--- src/hw/cris_pkg.sv ---
// constants, register map and types for the reset and interrupt sequencer
// ============================================================
package cris_pkg;

    // ============================================================
    // sizes
    localparam int unsigned PC_W = 17;
    localparam int unsigned SP_W = 16;
    localparam int unsigned DW = 8;
    localparam int unsigned AW = 8;
    localparam int unsigned N_FLAG = 4;
    localparam int unsigned N_LVL = 4;
    localparam int unsigned N_SRC = N_FLAG + N_LVL;
    localparam int unsigned SRC_W = 3;

    // ============================================================
    // program and stack memory layout
    localparam logic [PC_W-1:0] APP_BASE = 17'h00000;
    localparam logic [PC_W-1:0] BOOT_BASE = 17'h0f000;
    localparam logic [PC_W-1:0] VEC_STEP = 17'h00002;
    localparam logic [SP_W-1:0] SP_INIT = 16'h10ff;

    // ============================================================
    // timing in cpu clock cycles
    localparam logic [3:0] ENTRY_CYC = 4'h5;
    localparam logic [3:0] WAKE_CYC = 4'h5;
    localparam logic [3:0] RET_CYC = 4'h5;
    localparam logic [3:0] PIN_SYNC_CYC = 4'h2;

    // ============================================================
    // register offsets
    localparam logic [AW-1:0] REG_FLAG = 8'h00;
    localparam logic [AW-1:0] REG_ENABLE = 8'h01;
    localparam logic [AW-1:0] REG_CORE_CTRL = 8'h02;
    localparam logic [AW-1:0] REG_STATUS = 8'h03;
    localparam logic [AW-1:0] REG_SP_LO = 8'h04;
    localparam logic [AW-1:0] REG_SP_HI = 8'h05;
    localparam logic [AW-1:0] REG_INFO = 8'h06;

    // field positions
    localparam int unsigned CTRL_VECTOR_TABLE_SELECT_BIT = 0;
    localparam int unsigned STATUS_GIE_BIT = 7;
    localparam int unsigned INFO_BUSY_BIT = 7;

    // ============================================================
    // sequencer states
    typedef enum logic [1:0] {
        ST_RST_VEC = 2'b00,
        ST_IDLE = 2'b01,
        ST_ENTRY = 2'b10,
        ST_RET = 2'b11
    } cris_state_e;

endpackage

--- src/hw/cris_sequencer.sv ---
// reset and interrupt sequencer for the cpu core
//
// Chosen here: the address map and the strobed register port.
`timescale 1ns/1ps
module cris_sequencer
(
    // clock and reset
    input wire logic i_clk,
    input wire logic i_arst_n,
    // register port
    input wire logic [cris_pkg::AW-1:0] i_addr,
    input wire logic [cris_pkg::DW-1:0] i_wdata,
    input wire logic i_wr,
    input wire logic i_rd,
    output logic [cris_pkg::DW-1:0] o_rdata,
    // interrupt sources
    input wire logic [cris_pkg::N_FLAG-1:0] i_evt,
    input wire logic [cris_pkg::N_LVL-1:0] i_lvl_req,
    // fuse and lock pins
    input wire logic i_boot_reset_fuse,
    input wire logic i_app_lock_bit_b,
    input wire logic i_boot_lock_bit_b,
    // instruction sequencer
    input wire logic i_instr_done,
    input wire logic i_sei,
    input wire logic i_clear_global_enable_instr,
    input wire logic i_return_from_handler,
    input wire logic i_sleeping,
    input wire logic [cris_pkg::PC_W-1:0] i_pc,
    output logic o_busy,
    output logic o_vec_valid,
    output logic [cris_pkg::PC_W-1:0] o_vec_addr,
    output logic o_ret_valid,
    output logic [cris_pkg::PC_W-1:0] o_ret_pc,
    output logic o_gie,
    output logic [cris_pkg::SP_W-1:0] o_sp,
    // stack memory
    output logic o_stk_we,
    output logic o_stk_re,
    output logic [cris_pkg::SP_W-1:0] o_stk_addr,
    output logic [cris_pkg::DW-1:0] o_stk_wdata,
    input wire logic [cris_pkg::DW-1:0] i_stk_rdata
);
    import cris_pkg::*;

    // ============================================================
    // state record
    typedef struct packed {
        cris_state_e state;
        logic [3:0] cnt;
        logic [3:0] last;
        logic [SRC_W-1:0] src;
        logic [PC_W-1:0] ret_pc;
        logic [N_FLAG-1:0] flags;
        logic [N_SRC-1:0] enable;
        logic vector_table_select;
        logic gie;
        logic [SP_W-1:0] sp;
        logic [2:0] pin_s1;
        logic [2:0] pin_s2;
        logic [DW-1:0] rdata;
        logic busy;
        logic vec_valid;
        logic [PC_W-1:0] vec_addr;
        logic ret_valid;
        logic stk_we;
        logic stk_re;
        logic [SP_W-1:0] stk_addr;
        logic [DW-1:0] stk_wdata;
    } cris_state_s;

    cris_state_s st_reg;
    cris_state_s st_next;

    // ============================================================
    // functions
    // lowest index wins, the lowest vector address
    function automatic logic [SRC_W-1:0] first_set(input logic [N_SRC-1:0] v);
        logic [SRC_W-1:0] r;
        r = '0;
        for (int i = N_SRC - 1; i >= 0; i--)
        begin
            if (v[i])
            begin
                r = SRC_W'(i);
            end
        end
        return r;
    endfunction

    // vector slot zero belongs to reset, sources follow
    function automatic logic [PC_W-1:0] vec_of(input logic [SRC_W-1:0] s,
                                             input logic sel);
        logic [PC_W-1:0] base;
        base = sel ? BOOT_BASE : APP_BASE;
        return base + (PC_W'(s) + PC_W'(1)) * VEC_STEP;
    endfunction

    // ============================================================
    // reset release; kept outside the record so it can reset it
    logic rst_s1_reg;
    logic rst_n_reg;

    always_ff @(posedge i_clk or negedge i_arst_n)
    begin
        if (!i_arst_n)
        begin
            rst_s1_reg <= 1'b0;
            rst_n_reg <= 1'b0;
        end
        else
        begin
            rst_s1_reg <= 1'b1;
            rst_n_reg <= rst_s1_reg;
        end
    end

    // ============================================================
    // request view
    logic lk_app;
    logic lk_boot;
    logic fuse;
    logic pc_boot;
    logic suppress;
    logic [N_SRC-1:0] req;
    logic gie_eff;
    logic take;
    logic [SRC_W-1:0] win;

    // synced pins only; the first stage is never looked at
    assign fuse = st_reg.pin_s2[0];
    assign lk_app = st_reg.pin_s2[1];
    assign lk_boot = st_reg.pin_s2[2];
    assign pc_boot = (i_pc >= BOOT_BASE);

    // locked code may not leave for vectors in the other section
    assign suppress = (lk_app & ~pc_boot & st_reg.vector_table_select)
                    | (lk_boot & pc_boot & ~st_reg.vector_table_select);

    // flags hold on their own, levels count only while present
    assign req = {i_lvl_req, st_reg.flags} & st_reg.enable;

    // registered enable: the instruction that sets it runs first
    assign gie_eff = st_reg.gie & ~i_clear_global_enable_instr;

    // accept only on an instruction boundary or out of sleep
    assign take = (st_reg.state == ST_IDLE) & gie_eff & (|req) & ~suppress
                & ((i_instr_done & ~i_sei & ~i_return_from_handler)
                   | i_sleeping);
    assign win = first_set(req);

    // ============================================================
    // next-state logic
    always_comb
    begin
        logic [N_FLAG-1:0] clr;
        logic [SP_W-1:0] sp_w;
        clr = '0;
        sp_w = st_reg.sp;
        st_next = st_reg;
        st_next.pin_s1 = {i_boot_lock_bit_b, i_app_lock_bit_b,
                          i_boot_reset_fuse};
        st_next.pin_s2 = st_reg.pin_s1;
        st_next.vec_valid = 1'b0;
        st_next.ret_valid = 1'b0;
        st_next.stk_we = 1'b0;
        st_next.stk_re = 1'b0;
        st_next.rdata = '0;

        // register writes
        if (i_wr)
        begin
            unique case (i_addr)
                REG_FLAG:
                begin
                    clr = i_wdata[N_FLAG-1:0];
                end
                REG_ENABLE:
                begin
                    st_next.enable = i_wdata[N_SRC-1:0];
                end
                REG_CORE_CTRL:
                begin
                    st_next.vector_table_select = i_wdata[CTRL_VECTOR_TABLE_SELECT_BIT];
                end
                REG_STATUS:
                begin
                    // software may reopen nesting inside a handler
                    st_next.gie = i_wdata[STATUS_GIE_BIT];
                end
                REG_SP_LO:
                begin
                    sp_w[DW-1:0] = i_wdata;
                end
                REG_SP_HI:
                begin
                    sp_w[SP_W-1:DW] = i_wdata;
                end
                default:
                begin
                end
            endcase
        end
        st_next.sp = sp_w;

        // global enable instructions
        if (i_sei & i_instr_done)
        begin
            st_next.gie = 1'b1;
        end
        if (i_clear_global_enable_instr)
        begin
            st_next.gie = 1'b0;
        end

        // register reads, data in the following cycle
        if (i_rd)
        begin
            unique case (i_addr)
                REG_FLAG:
                begin
                    st_next.rdata = DW'(st_reg.flags);
                end
                REG_ENABLE:
                begin
                    st_next.rdata = DW'(st_reg.enable);
                end
                REG_CORE_CTRL:
                begin
                    st_next.rdata = DW'(st_reg.vector_table_select);
                end
                REG_STATUS:
                begin
                    st_next.rdata = {st_reg.gie, 7'h00};
                end
                REG_SP_LO:
                begin
                    st_next.rdata = st_reg.sp[DW-1:0];
                end
                REG_SP_HI:
                begin
                    st_next.rdata = st_reg.sp[SP_W-1:DW];
                end
                REG_INFO:
                begin
                    st_next.rdata = DW'(st_reg.src);
                    st_next.rdata[INFO_BUSY_BIT] = st_reg.busy;
                end
                default:
                begin
                    st_next.rdata = '0;
                end
            endcase
        end

        // sequencer
        unique case (st_reg.state)
            ST_RST_VEC:
            begin
                // wait for the fuse to pass its synchroniser
                st_next.cnt = st_reg.cnt + 4'h1;
                if (st_reg.cnt == PIN_SYNC_CYC)
                begin
                    st_next.vec_valid = 1'b1;
                    st_next.vec_addr = fuse ? BOOT_BASE : APP_BASE;
                    st_next.busy = 1'b0;
                    st_next.cnt = '0;
                    st_next.state = ST_IDLE;
                end
            end
            ST_IDLE:
            begin
                if (take)
                begin
                    st_next.state = ST_ENTRY;
                    st_next.busy = 1'b1;
                    st_next.cnt = '0;
                    // a wake from sleep stretches the entry
                    st_next.last = i_sleeping
                                 ? ENTRY_CYC + WAKE_CYC - 4'h1
                                 : ENTRY_CYC - 4'h1;
                    st_next.src = win;
                    st_next.ret_pc = i_pc;
                    st_next.gie = 1'b0;
                    if (win < SRC_W'(N_FLAG))
                    begin
                        clr[win[1:0]] = 1'b1;
                    end
                    // low byte goes first so it ends deepest
                    st_next.stk_we = 1'b1;
                    st_next.stk_addr = st_reg.sp;
                    st_next.stk_wdata = i_pc[DW-1:0];
                end
                else if (i_return_from_handler)
                begin
                    st_next.state = ST_RET;
                    st_next.busy = 1'b1;
                    st_next.cnt = '0;
                    st_next.stk_re = 1'b1;
                    st_next.stk_addr = st_reg.sp + 16'h0001;
                end
            end
            ST_ENTRY:
            begin
                st_next.cnt = st_reg.cnt + 4'h1;
                if (st_reg.cnt == 4'h0)
                begin
                    st_next.stk_we = 1'b1;
                    st_next.stk_addr = st_reg.sp - 16'h0001;
                    st_next.stk_wdata = st_reg.ret_pc[2*DW-1:DW];
                end
                if (st_reg.cnt == 4'h1)
                begin
                    st_next.stk_we = 1'b1;
                    st_next.stk_addr = st_reg.sp - 16'h0002;
                    st_next.stk_wdata = DW'(st_reg.ret_pc[PC_W-1:2*DW]);
                end
                if (st_reg.cnt == st_reg.last)
                begin
                    st_next.sp = st_reg.sp - 16'h0003;
                    st_next.vec_valid = 1'b1;
                    st_next.vec_addr = vec_of(st_reg.src, st_reg.vector_table_select);
                    st_next.busy = 1'b0;
                    st_next.state = ST_IDLE;
                end
            end
            ST_RET:
            begin
                st_next.cnt = st_reg.cnt + 4'h1;
                // top byte comes back first, reverse of the push
                if (st_reg.cnt == 4'h0)
                begin
                    st_next.stk_re = 1'b1;
                    st_next.stk_addr = st_reg.sp + 16'h0002;
                end
                if (st_reg.cnt == 4'h1)
                begin
                    st_next.stk_re = 1'b1;
                    st_next.stk_addr = st_reg.sp + 16'h0003;
                    st_next.ret_pc[PC_W-1:2*DW] = i_stk_rdata[0];
                end
                if (st_reg.cnt == 4'h2)
                begin
                    st_next.ret_pc[2*DW-1:DW] = i_stk_rdata;
                end
                if (st_reg.cnt == 4'h3)
                begin
                    st_next.ret_pc[DW-1:0] = i_stk_rdata;
                end
                if (st_reg.cnt == RET_CYC - 4'h1)
                begin
                    st_next.sp = st_reg.sp + 16'h0003;
                    st_next.gie = 1'b1;
                    st_next.ret_valid = 1'b1;
                    st_next.busy = 1'b0;
                    st_next.state = ST_IDLE;
                end
            end
        endcase

        // a new event beats a clear in the same cycle
        st_next.flags = (st_reg.flags & ~clr) | i_evt;
    end

    // ============================================================
    // record register
    always_ff @(posedge i_clk or negedge rst_n_reg)
    begin
        if (!rst_n_reg)
        begin
            st_reg <= '0;
            st_reg.state <= ST_RST_VEC;
            st_reg.busy <= 1'b1;
            st_reg.sp <= SP_INIT;
        end
        else
        begin
            st_reg <= st_next;
        end
    end

    // ============================================================
    // outputs straight from the record
    assign o_rdata = st_reg.rdata;
    assign o_busy = st_reg.busy;
    assign o_vec_valid = st_reg.vec_valid;
    assign o_vec_addr = st_reg.vec_addr;
    assign o_ret_valid = st_reg.ret_valid;
    assign o_ret_pc = st_reg.ret_pc;
    assign o_gie = st_reg.gie;
    assign o_sp = st_reg.sp;
    assign o_stk_we = st_reg.stk_we;
    assign o_stk_re = st_reg.stk_re;
    assign o_stk_addr = st_reg.stk_addr;
    assign o_stk_wdata = st_reg.stk_wdata;

endmodule // cris_sequencer

--- config.mk ---
export PLATFORM = sky130hd
export DESIGN_NAME = cris_sequencer
export DESIGN_NICKNAME = d
export VERILOG_FILES = /design/src/hw/cris_pkg.sv /design/src/hw/cris_sequencer.sv
export SDC_FILE = /design/constraint.sdc
export NUM_CORES = 1
export LEC_CHECK = 0
export CORE_UTILIZATION = 30
export CTS_CLUSTER_DIAMETER = 80
export DETAILED_ROUTE_END_ITERATION = 6
export DONT_BUFFER_PORTS = 1
export GPL_ROUTABILITY_DRIVEN = 0
export GPL_TIMING_DRIVEN = 0
export PLACE_DENSITY_LB_ADDON = 0.15
export SYNTH_ARGS = -nofsm -noshare
export SYNTH_HDL_FRONTEND = slang
export SYNTH_SLANG_ARGS = --single-unit
--- constraint.sdc ---
create_clock -name i_clk -period 3.1 [get_ports i_clk]
set_input_delay 0.62 -clock i_clk [delete_from_list [all_inputs] [get_ports i_clk]]
set_output_delay 0.62 -clock i_clk [all_outputs]
set_load 0.005 [all_outputs]
# Word-level counts from Yosys, hierarchy flattened
# Cells that the tools add are included.
# Widths: inputs -> output; s select.
# word_totals
word_cells	173
mem_bits_rw	0
input_bits	61
ff_bits	122
mem_count	0
latchBits	0
romBits	0
# classes
multipliers	0
n_div	0
n_bitwise	25
shift	0
n_reduce_logical	19
add_sub_neg	9
n_mux	67
n_eq_ne	24
order_cmp	4
# ops
op	n
$mux 17	5
$mux 16	5
$pmux 8 s7	1
$mux 24	2
$mux 8	6
$pmux 16 s3	1
$mux 19	2
$pmux 18 s2	1
$pmux 17 s2	1
$add 16x2->16 const B	2
$pmux 16 s2	1
$sub 16x2->16 const B	2
$eq 8x3->1 const B	3
$mux 3	8
$mux 4	6
$pmux 6 s4	1
$mux 6	3
$add 16x5->17	1
$ge 17x16->1 const B	1
$add 16x1->16 const B	1
$eq 8x2->1 const B	2
$mux 1	16
$pmux 8 s2	1
$sub 16x1->16 const B	1
other kinds (35)	75

# Longest topological paths before layout
# Gate-level depths: netlist (run 1).
# logic_depth
ltp_word	20
ltp_mapped	11

# Worst setup path before layout (run 1)
# Ideal clock, no wire load.
# synth_timing
path_kind	input-to-reg
startpoint	in i_addr[3] (netlist name)
endpoint	reg st_reg, in the netlist o_sp[14]
setup_slack_ns	0.644
arrival_ns	2.331
path_stages	7
n_path_buf	1
cell_sequence	or4_4 -> nor3b_4 -> and3_1 -> buf_4 -> or2_4 -> o221ai_2 -> a221o_1
# synth_lines
item	line_no	text
start, declared	cris_sequencer.sv:11	input wire logic [cris_pkg::AW-1:0] i_addr,
end signal, assigned	cris_sequencer.sv:378	st_reg <= st_next;
end, declared	cris_sequencer.sv:72	cris_state_s st_reg;

# Worst setup path in the final report (run 1)
# layout_timing
startpoint	reg st_reg[119] (netlist name)
endpoint	reg st_reg, in the netlist o_stk_addr[14]
# layout_between
elab_chain_cells	7
word_cells_on_any_way	14
classes_between	eq/ne: 6; mux: 2; bitwise: 4; reduce/logical: 2
# layout_rtl
item	line_no	text
$eq 2x1->1	cris_sequencer.sv:147, cris_sequencer.sv:257	
$and 1x1->1 (3 in a row)	cris_sequencer.sv:147	assign take = (st_reg.state == ST_IDLE) & gie_eff & (|req) & ~suppress
$and 1x1->1	cris_sequencer.sv:148	& ((i_instr_done & ~i_sei & ~i_return_from_handler)
$ne 3x3->1 (no line) / $mux 16 (equally long branches)	--	
$reduce_and 4->1 (no line) / $pmux 16 s3 (equally long branches)	--	
# Several ways; a longest one is shown, not always the timed one.
# A chain may end at the register's enable or synchronous reset.

==> metrics.txt, run 1 <==
H-tree Lvls=3; CTS max path bufs=2; dominant synthesized flop cell=dfrtp_1; Largest register FFs=24; GRT Total Usage=0.206; worst-skew pair later-pin latency=0.37 ns; max_cap viols=0; vias=between 6k and 7k; router iterations before antenna repair=5; Post-synth ARST share=1.00; Post-synth EDFFs=0; Achievable Freq=0.337 GHz; Net count, final=1004; synthesized netlist cell count=between 900 and 1k; fraction of layout cells with a size suffix above 1=0.196; final slew viol count=0; worst ir drop on vdd=0.330 mV; Antenna Diode Count=0; Tot Pwr=about 8.0 mW; Cell Pwr Density=920 nW/µm²; RSZ-0062 raised after global routing=true; outcome=finished clean; number of global-route vias before repair=6756; placed cell area=8300 µm²; Yosys warnings=0; Vias/cell=between 5 and 6; Non-Filler Instances=1262; CP endpoint kind=register; area of the core=25400 µm²; met3 Use GR=0.0307; GR peak layer=met2; area of the die=~27000 µm²; Yosys cell types=~80; Post-Place Worst Slack=-0.135 ns; buffers added on ports=0; CTS tree=done; chip height=164 µm; clk_skew=roughly 0.016 ns; Detailed Route WL=27300 µm; largest net degree at the start of global routing=60; CP Data Required Time=roughly 3.3 ns; CTS buffer count=9; hold slack final=0.272 ns; Worst Hold Class=in2reg; Pleak=3.63 nW; setup_tns=0 ns; Area Growth Syn to Fin=10.4%; most frequent cells in the layout=dfrtp_1 (97), nand2_1 (87), buf_4 (84); HPWL after detailed placement=between 20000 and 25000 µm; Initial Util=0.308; clk root buf=clkbuf_16; worst slew pin tran=1.14 ns; Tcrit/Tclk final=0.958; Yosys reg bits=approximately 110; # IOs=149; initial antenna violation count=0; crit start category=register; Wirelength per Cell=~22 µm; Initial DRC Count=550; Final setup viols=0; clk slew on worst S/H paths=0.08 ns; critical path class=reg2reg; DRC viols=0; grt ovf=0; sequential fraction of the synthesis area=0.347; die span in x=164 µm; first-pass GRT wire length=41200 µm; synthesized area=~7800 µm²; Worst slew margin=0.231; row cnt=58; post-synthesis area per instance=8.65 µm²; M1 GR Usage=0.286; CP arrival=3.21 ns; commonest non-fill, non-tap cell in the layout=dfrtp_1; met2 GRT Util=0.328; clock tree sinks=108; min cycle time layout=2.97 ns; setup ws final=0.130 ns; antenna viol nets, final=0; Final Hold Vio Count=0; Core Util, Final=0.340; Inst Count DP=1244; Design Area, Final=8650 µm²; Crit Path Max Fanout=10
[report_power, final]
| group | switching (mW) | internal [mW] | total, mW |
|---|---|---|---|
| Combinational | 2.62 | 1.79 | 4.41 |
| Clock | 0.592 | 0.665 | 1.26 |
| Sequential | 0.393 | 1.90 | 2.29 |
| Total | 3.60 | 4.36 | 7.96 |
[cell usage after synthesis, types with 9 or more instances]
cell type | count | area share
dfrtp_1 | 98 | 0.31
nand2_1 | 87 | 0.042
buf_4 | 83 | 0.080
o21ai_0 | 66 | 0.042
nor2_1 | 56 | 0.027
clkbuf_1 | 50 | 0.024
a21oi_1 | 39 | 0.025
inv_1 | 27 | 0.013
mux2_2 | 26 | 0.037
nand3_1 | 26 | 0.017
nor3_1 | 25 | 0.016
a22oi_1 | 18 | 0.017
a31oi_1 | 16 | 0.013
ha_1 | 16 | 0.026
mux2i_1 | 16 | 0.020
a21boi_0 | 14 | 0.013
nor4_1 | 14 | 0.011
xor2_1 | 12 | 0.013
nand4_1 | 11 | 0.0088
o221ai_1 | 11 | 0.012
xnor2_1 | 11 | 0.012
dfstp_2 | 10 | 0.034
o22ai_1 | 10 | 0.0080
a221oi_1 | 9 | 0.010
[path summary, 6_finish.rpt]
kind | startpoint | to | slack, ns | cells after the start
setup / recovery | st_reg[119]$_DFFE_PN0P_ | o_stk_addr[14]$_DFFE_PN0P_ | 0.13 | 9
hold / removal | i_boot_lock_bit_b | st_next[56]$_DFF_PN0_ | 0.27 | 0
setup reg to reg | st_reg[119]$_DFFE_PN0P_ | o_stk_addr[14]$_DFFE_PN0P_ | 0.13 | 9
hold reg to reg | rst_s1_reg$_DFF_PN0_ | rst_n_reg$_DFF_PN0_ | 0.35 | 0
max in group asynchronous | rst_n_reg$_DFF_PN0_ | o_sp[5]$_DFF_PN1_ | 1.92 | 1
min in group asynchronous | rst_n_reg$_DFF_PN0_ | o_ret_pc[0]$_DFFE_PN0P_ | 0.37 | 0
[final cells by class]
class | instances | area (µm²)
well taps | 330 | 413
flip-flops and latches | 108 | 2720
repair buffers | 3 | 45.0
clock buffers | 10 | 239
clock inverters | 6 | 73.8
plain buffers | 142 | 862
multi-input cells | 636 | 4190
inverters | 27 | 101
fillers | 2739 | 16800
[worst max-delay path, cell delays in order (launching register included)]
cell	delay, ns
dfrtp_1	0.40
inv_1	0.10
ha_1	0.42
and3b_1	0.24
o221ai_2	0.19
nor3_2	0.61
clkbuf_2	0.46
nor3b_1	0.12
o32ai_1	0.18
a21oi_1	0.11
[routing by layer]
layer,wire [µm],up-vias
li1,-,3245
met4,401,0
met1,12400,3445
met5,0,-
met2,12900,256
met3,1690,26
[cell families (layout without fill, tap and decap cells)]
logic type | after synthesis | in the layout | share of synthesized area
AO/OA/AOI/OAI | 249 | 249 | 0.218
XOR/XNOR | 23 | 23 | 0.0257
adder cells (fa/ha/maj) | 16 | 16 | 0.0256
buffers and inverters | 169 | 188 | 0.122
flip-flops | 108 | 108 | 0.347
multiplexers | 50 | 50 | 0.0732
other | 2 | 10 | 0.000959
AND/OR/NAND/NOR | 288 | 288 | 0.187
[repair_timing]
item	in CTS	in global routing
hold endpoints to repair	2	0
hold buffers	1	0
endpoints found under the setup margin	9	10
gates resized for setup	4	2
setup buffers	0	1
Power figures use the tool's default switching activity.
==> inputs of run 2 (changes only) <==
CORE_ASPECT_RATIO = 1.1   (was unset)
CTS_CLUSTER_DIAMETER = unset   (was 80)
SETUP_SLACK_MARGIN = 0.5   (was unset)
==> run 2 against run 1 <==
  * Sequential share of layout area down 1.3 points
  * Core utilization up 1.3 points
  * Non-clock buffer count up 16
  * Setup slack better by 0.43 ns
  * Maximum frequency up 17%
  * Clock skew down 0.0053 ns
  * Die area about the same
  * Combinational power up 8.6%
  * Hold slack better by 0.00060 ns
  * Sequential cell count unchanged
==> metrics.txt, run 2 (synthesis gave the netlist of run 1 again) <==
router iterations before antenna repair=4 (-1); most frequent cells in the layout=buf_4 (100), dfrtp_1 (96), nand2_1 (86); Tcrit/Tclk final=0.818 (-0.140); fraction of layout cells with a size suffix above 1=0.255 (+0.0589); HPWL after detailed placement=20800 µm (-0.85%); RR Startpoint=o_sp[2]$_DFF_PN1_; die span in x=156 µm (-4.6%); Crit Path Max Fanout=10 (unchanged); worst-skew pair later-pin latency=0.37 ns (about the same); critical path class=reg2reg; grt ovf=0 (unchanged); vias=7053 (+1.2%); met1 WL=11900 µm (-3.7%); setup ws final=0.563 ns (+0.433 ns); hold path depth=0 (unchanged); Design Area, Final=9010 µm² (+4.2%); Final Hold Vio Count=0 (unchanged); CTS max path bufs=2 (unchanged); Largest register FFs=24 (unchanged); DRC viols=0 (unchanged); H-tree Lvls=3 (unchanged); number of global-route vias before repair=7074 (+4.7%); Worst slew margin=0.502 (+0.271); area of the core=25500 µm² (+0.36%); clock tree sinks=108 (unchanged); GRT Total Usage=0.208 (+0.00289); clk_skew=0.0107 ns (-0.00526 ns); placed cell area=8320 µm² (+0.24%); Area Growth Syn to Fin=15.1%; # IOs=149 (unchanged); Critical R2R Capture=o_stk_addr[5]$_DFFE_PN0P_; Post-Place Worst Slack=-0.131 ns (+0.00367 ns); Pint=4.57 mW (+4.9%); chip height=171 µm (+4.8%); Final setup viols=0 (unchanged); CP endpoint kind=register; Worst Hold End=st_next[55]$_DFF_PN0_; Comb power frac=0.577 (+0.023); Seq pwr share=0.272 (-0.016); clk slew on worst S/H paths=0.08 ns (about the same); area of the die=26800 µm² (about the same); uppermost layer routed=met4; final slew viol count=0 (unchanged); switching power total=3.74 mW (+3.9%); antenna viol nets, final=0 (unchanged); Detailed Route WL=27400 µm (+0.58%); crit start category=register; commonest non-fill, non-tap cell in the layout=buf_4; Initial DRC Count=556 (+1.1%); Critical-path top delay cell=dfstp_2; hold_sp=i_app_lock_bit_b; hold slack final=0.273 ns (+0.000603 ns); Initial Util=0.307 (-0.00112); worst ir drop on vdd=0.338 mV (+2.2%); first-pass GRT wire length=42200 µm (+2.3%); outcome=finished clean; r2r setup slk=0.56 ns (+0.43 ns); worst slew pin tran=0.747 ns (-0.396 ns); detailed-routed wire length on met3=2020 µm (+20%); max_cap viols=0 (unchanged); Wirelength per Cell=21.2 µm (-1.9%); Core Util, Final=0.354 (+0.0131); row cnt=61 (+5.2%); Antenna Diode Count=0 (unchanged); CTS tree=done; setup_tns=0 ns (unchanged); initial antenna violation count=0 (unchanged); min cycle time layout=2.54 ns (-0.433 ns); Achievable Freq=0.394 GHz (+17%); Inst Count DP=1260 (+1.3%); CTS buffer count=9 (unchanged); Met2 Routed Length=12300 µm (-4.2%); Net count, final=1020 (+1.6%); largest net degree at the start of global routing=55 (-8.3%); clock power share=0.152 (-0.006); Cell Pwr Density=922 nW/µm² (+0.22%); buffers added on ports=0 (unchanged); CP cell instances=clkbuf_4 -> inv_1 -> ha_1 -> nand2_1 -> o21ai_0 -> or3_1 -> xnor2_1 -> a211oi_2 -> a31oi_1; Vias/cell=5.45 (-1.3%); Reg2Reg Depth=9 (unchanged); Worst Hold Class=in2reg; clk root buf=clkbuf_16; highest cell delay on the worst timing path=0.58 ns (-0.03 ns); Non-Filler Instances=1294 (+2.5%); Pleak=3.79 nW (+4.3%); CP arrival=2.78 ns (-0.43 ns); switching portion of total power=0.450 (-0.00246); RSZ-0062 raised after global routing=true; CP Data Required Time=3.35 ns (about the same); Tot Pwr=8.31 mW (+4.5%)
run 2: final cells by class:
| cell class | count | area, µm² |
|---|---|---|
| plain buffers | 142 | 912 |
| clock buffers | 10 | 229 |
| clock inverters | 6 | 82.6 |
| fillers | 2741 | 16500 |
| inverters | 27 | 101 |
| multi-input cells | 636 | 4360 |
| flip-flops and latches | 108 | 2720 |
| well taps | 346 | 433 |
| repair buffers | 19 | 178 |
run 2: power groups by stage:
stage	combinational (mW)	sequential [mW]	clock, mW
3_3_place_gp	4.38	2.31	0
3_5_place_dp	4.38	2.32	0
5_1_grt	5.24	2.33	1.36
6_report	4.79	2.26	1.26
2_1_floorplan	3.27	2.18	0
4_1_cts	4.62	2.27	1.30
run 2: timing repair:
item | CTS | global route
setup buffers | 10 | 7
pin swaps | 5 | 6
cloned | 0 | 0
setup endpoints to repair | 58 | 53
resized for setup | 34 | 48
hold buffers | 1 | 0
hold endpoints to repair | 2 | 0
run 2: critical path: cells and delay by family, from the launching register on:
family / cells / cell delay, ns
AOI/OAI and AO/OA: 3 / 0.61
DFF: 1 / 0.58
and+or+nand+nor: 2 / 0.47
buffers and inverters: 2 / 0.39
adders and majority gates: 1 / 0.22
xor gates and xnor gates: 1 / 0.15
run 2: worst max path at each step:
stage,end,cells after the start,from
4_1_cts,o_stk_addr[10]$_DFFE_PN0P_,10,o_sp[1]$_DFF_PN1_
6_report,o_stk_addr[5]$_DFFE_PN0P_,9,o_sp[2]$_DFF_PN1_
3_5_place_dp,o_ret_pc[16]$_DFFE_PN0P_,8,i_pc[15]
2_1_floorplan,o_sp[14]$_DFF_PN0_,7,i_addr[3]
3_3_place_gp,o_ret_pc[16]$_DFFE_PN0P_,8,i_pc[15]
5_1_grt,o_stk_addr[9]$_DFFE_PN0P_,9,o_sp[2]$_DFF_PN1_
run 2: per-layer routing:
layer | vias to the layer above | global-route usage
met1 | 3386 | 0.271
met2 | 328 | 0.332
met5 | - | 0
met4 | 0 | 0.0951
li1 | 3276 | -
met3 | 63 | 0.0436
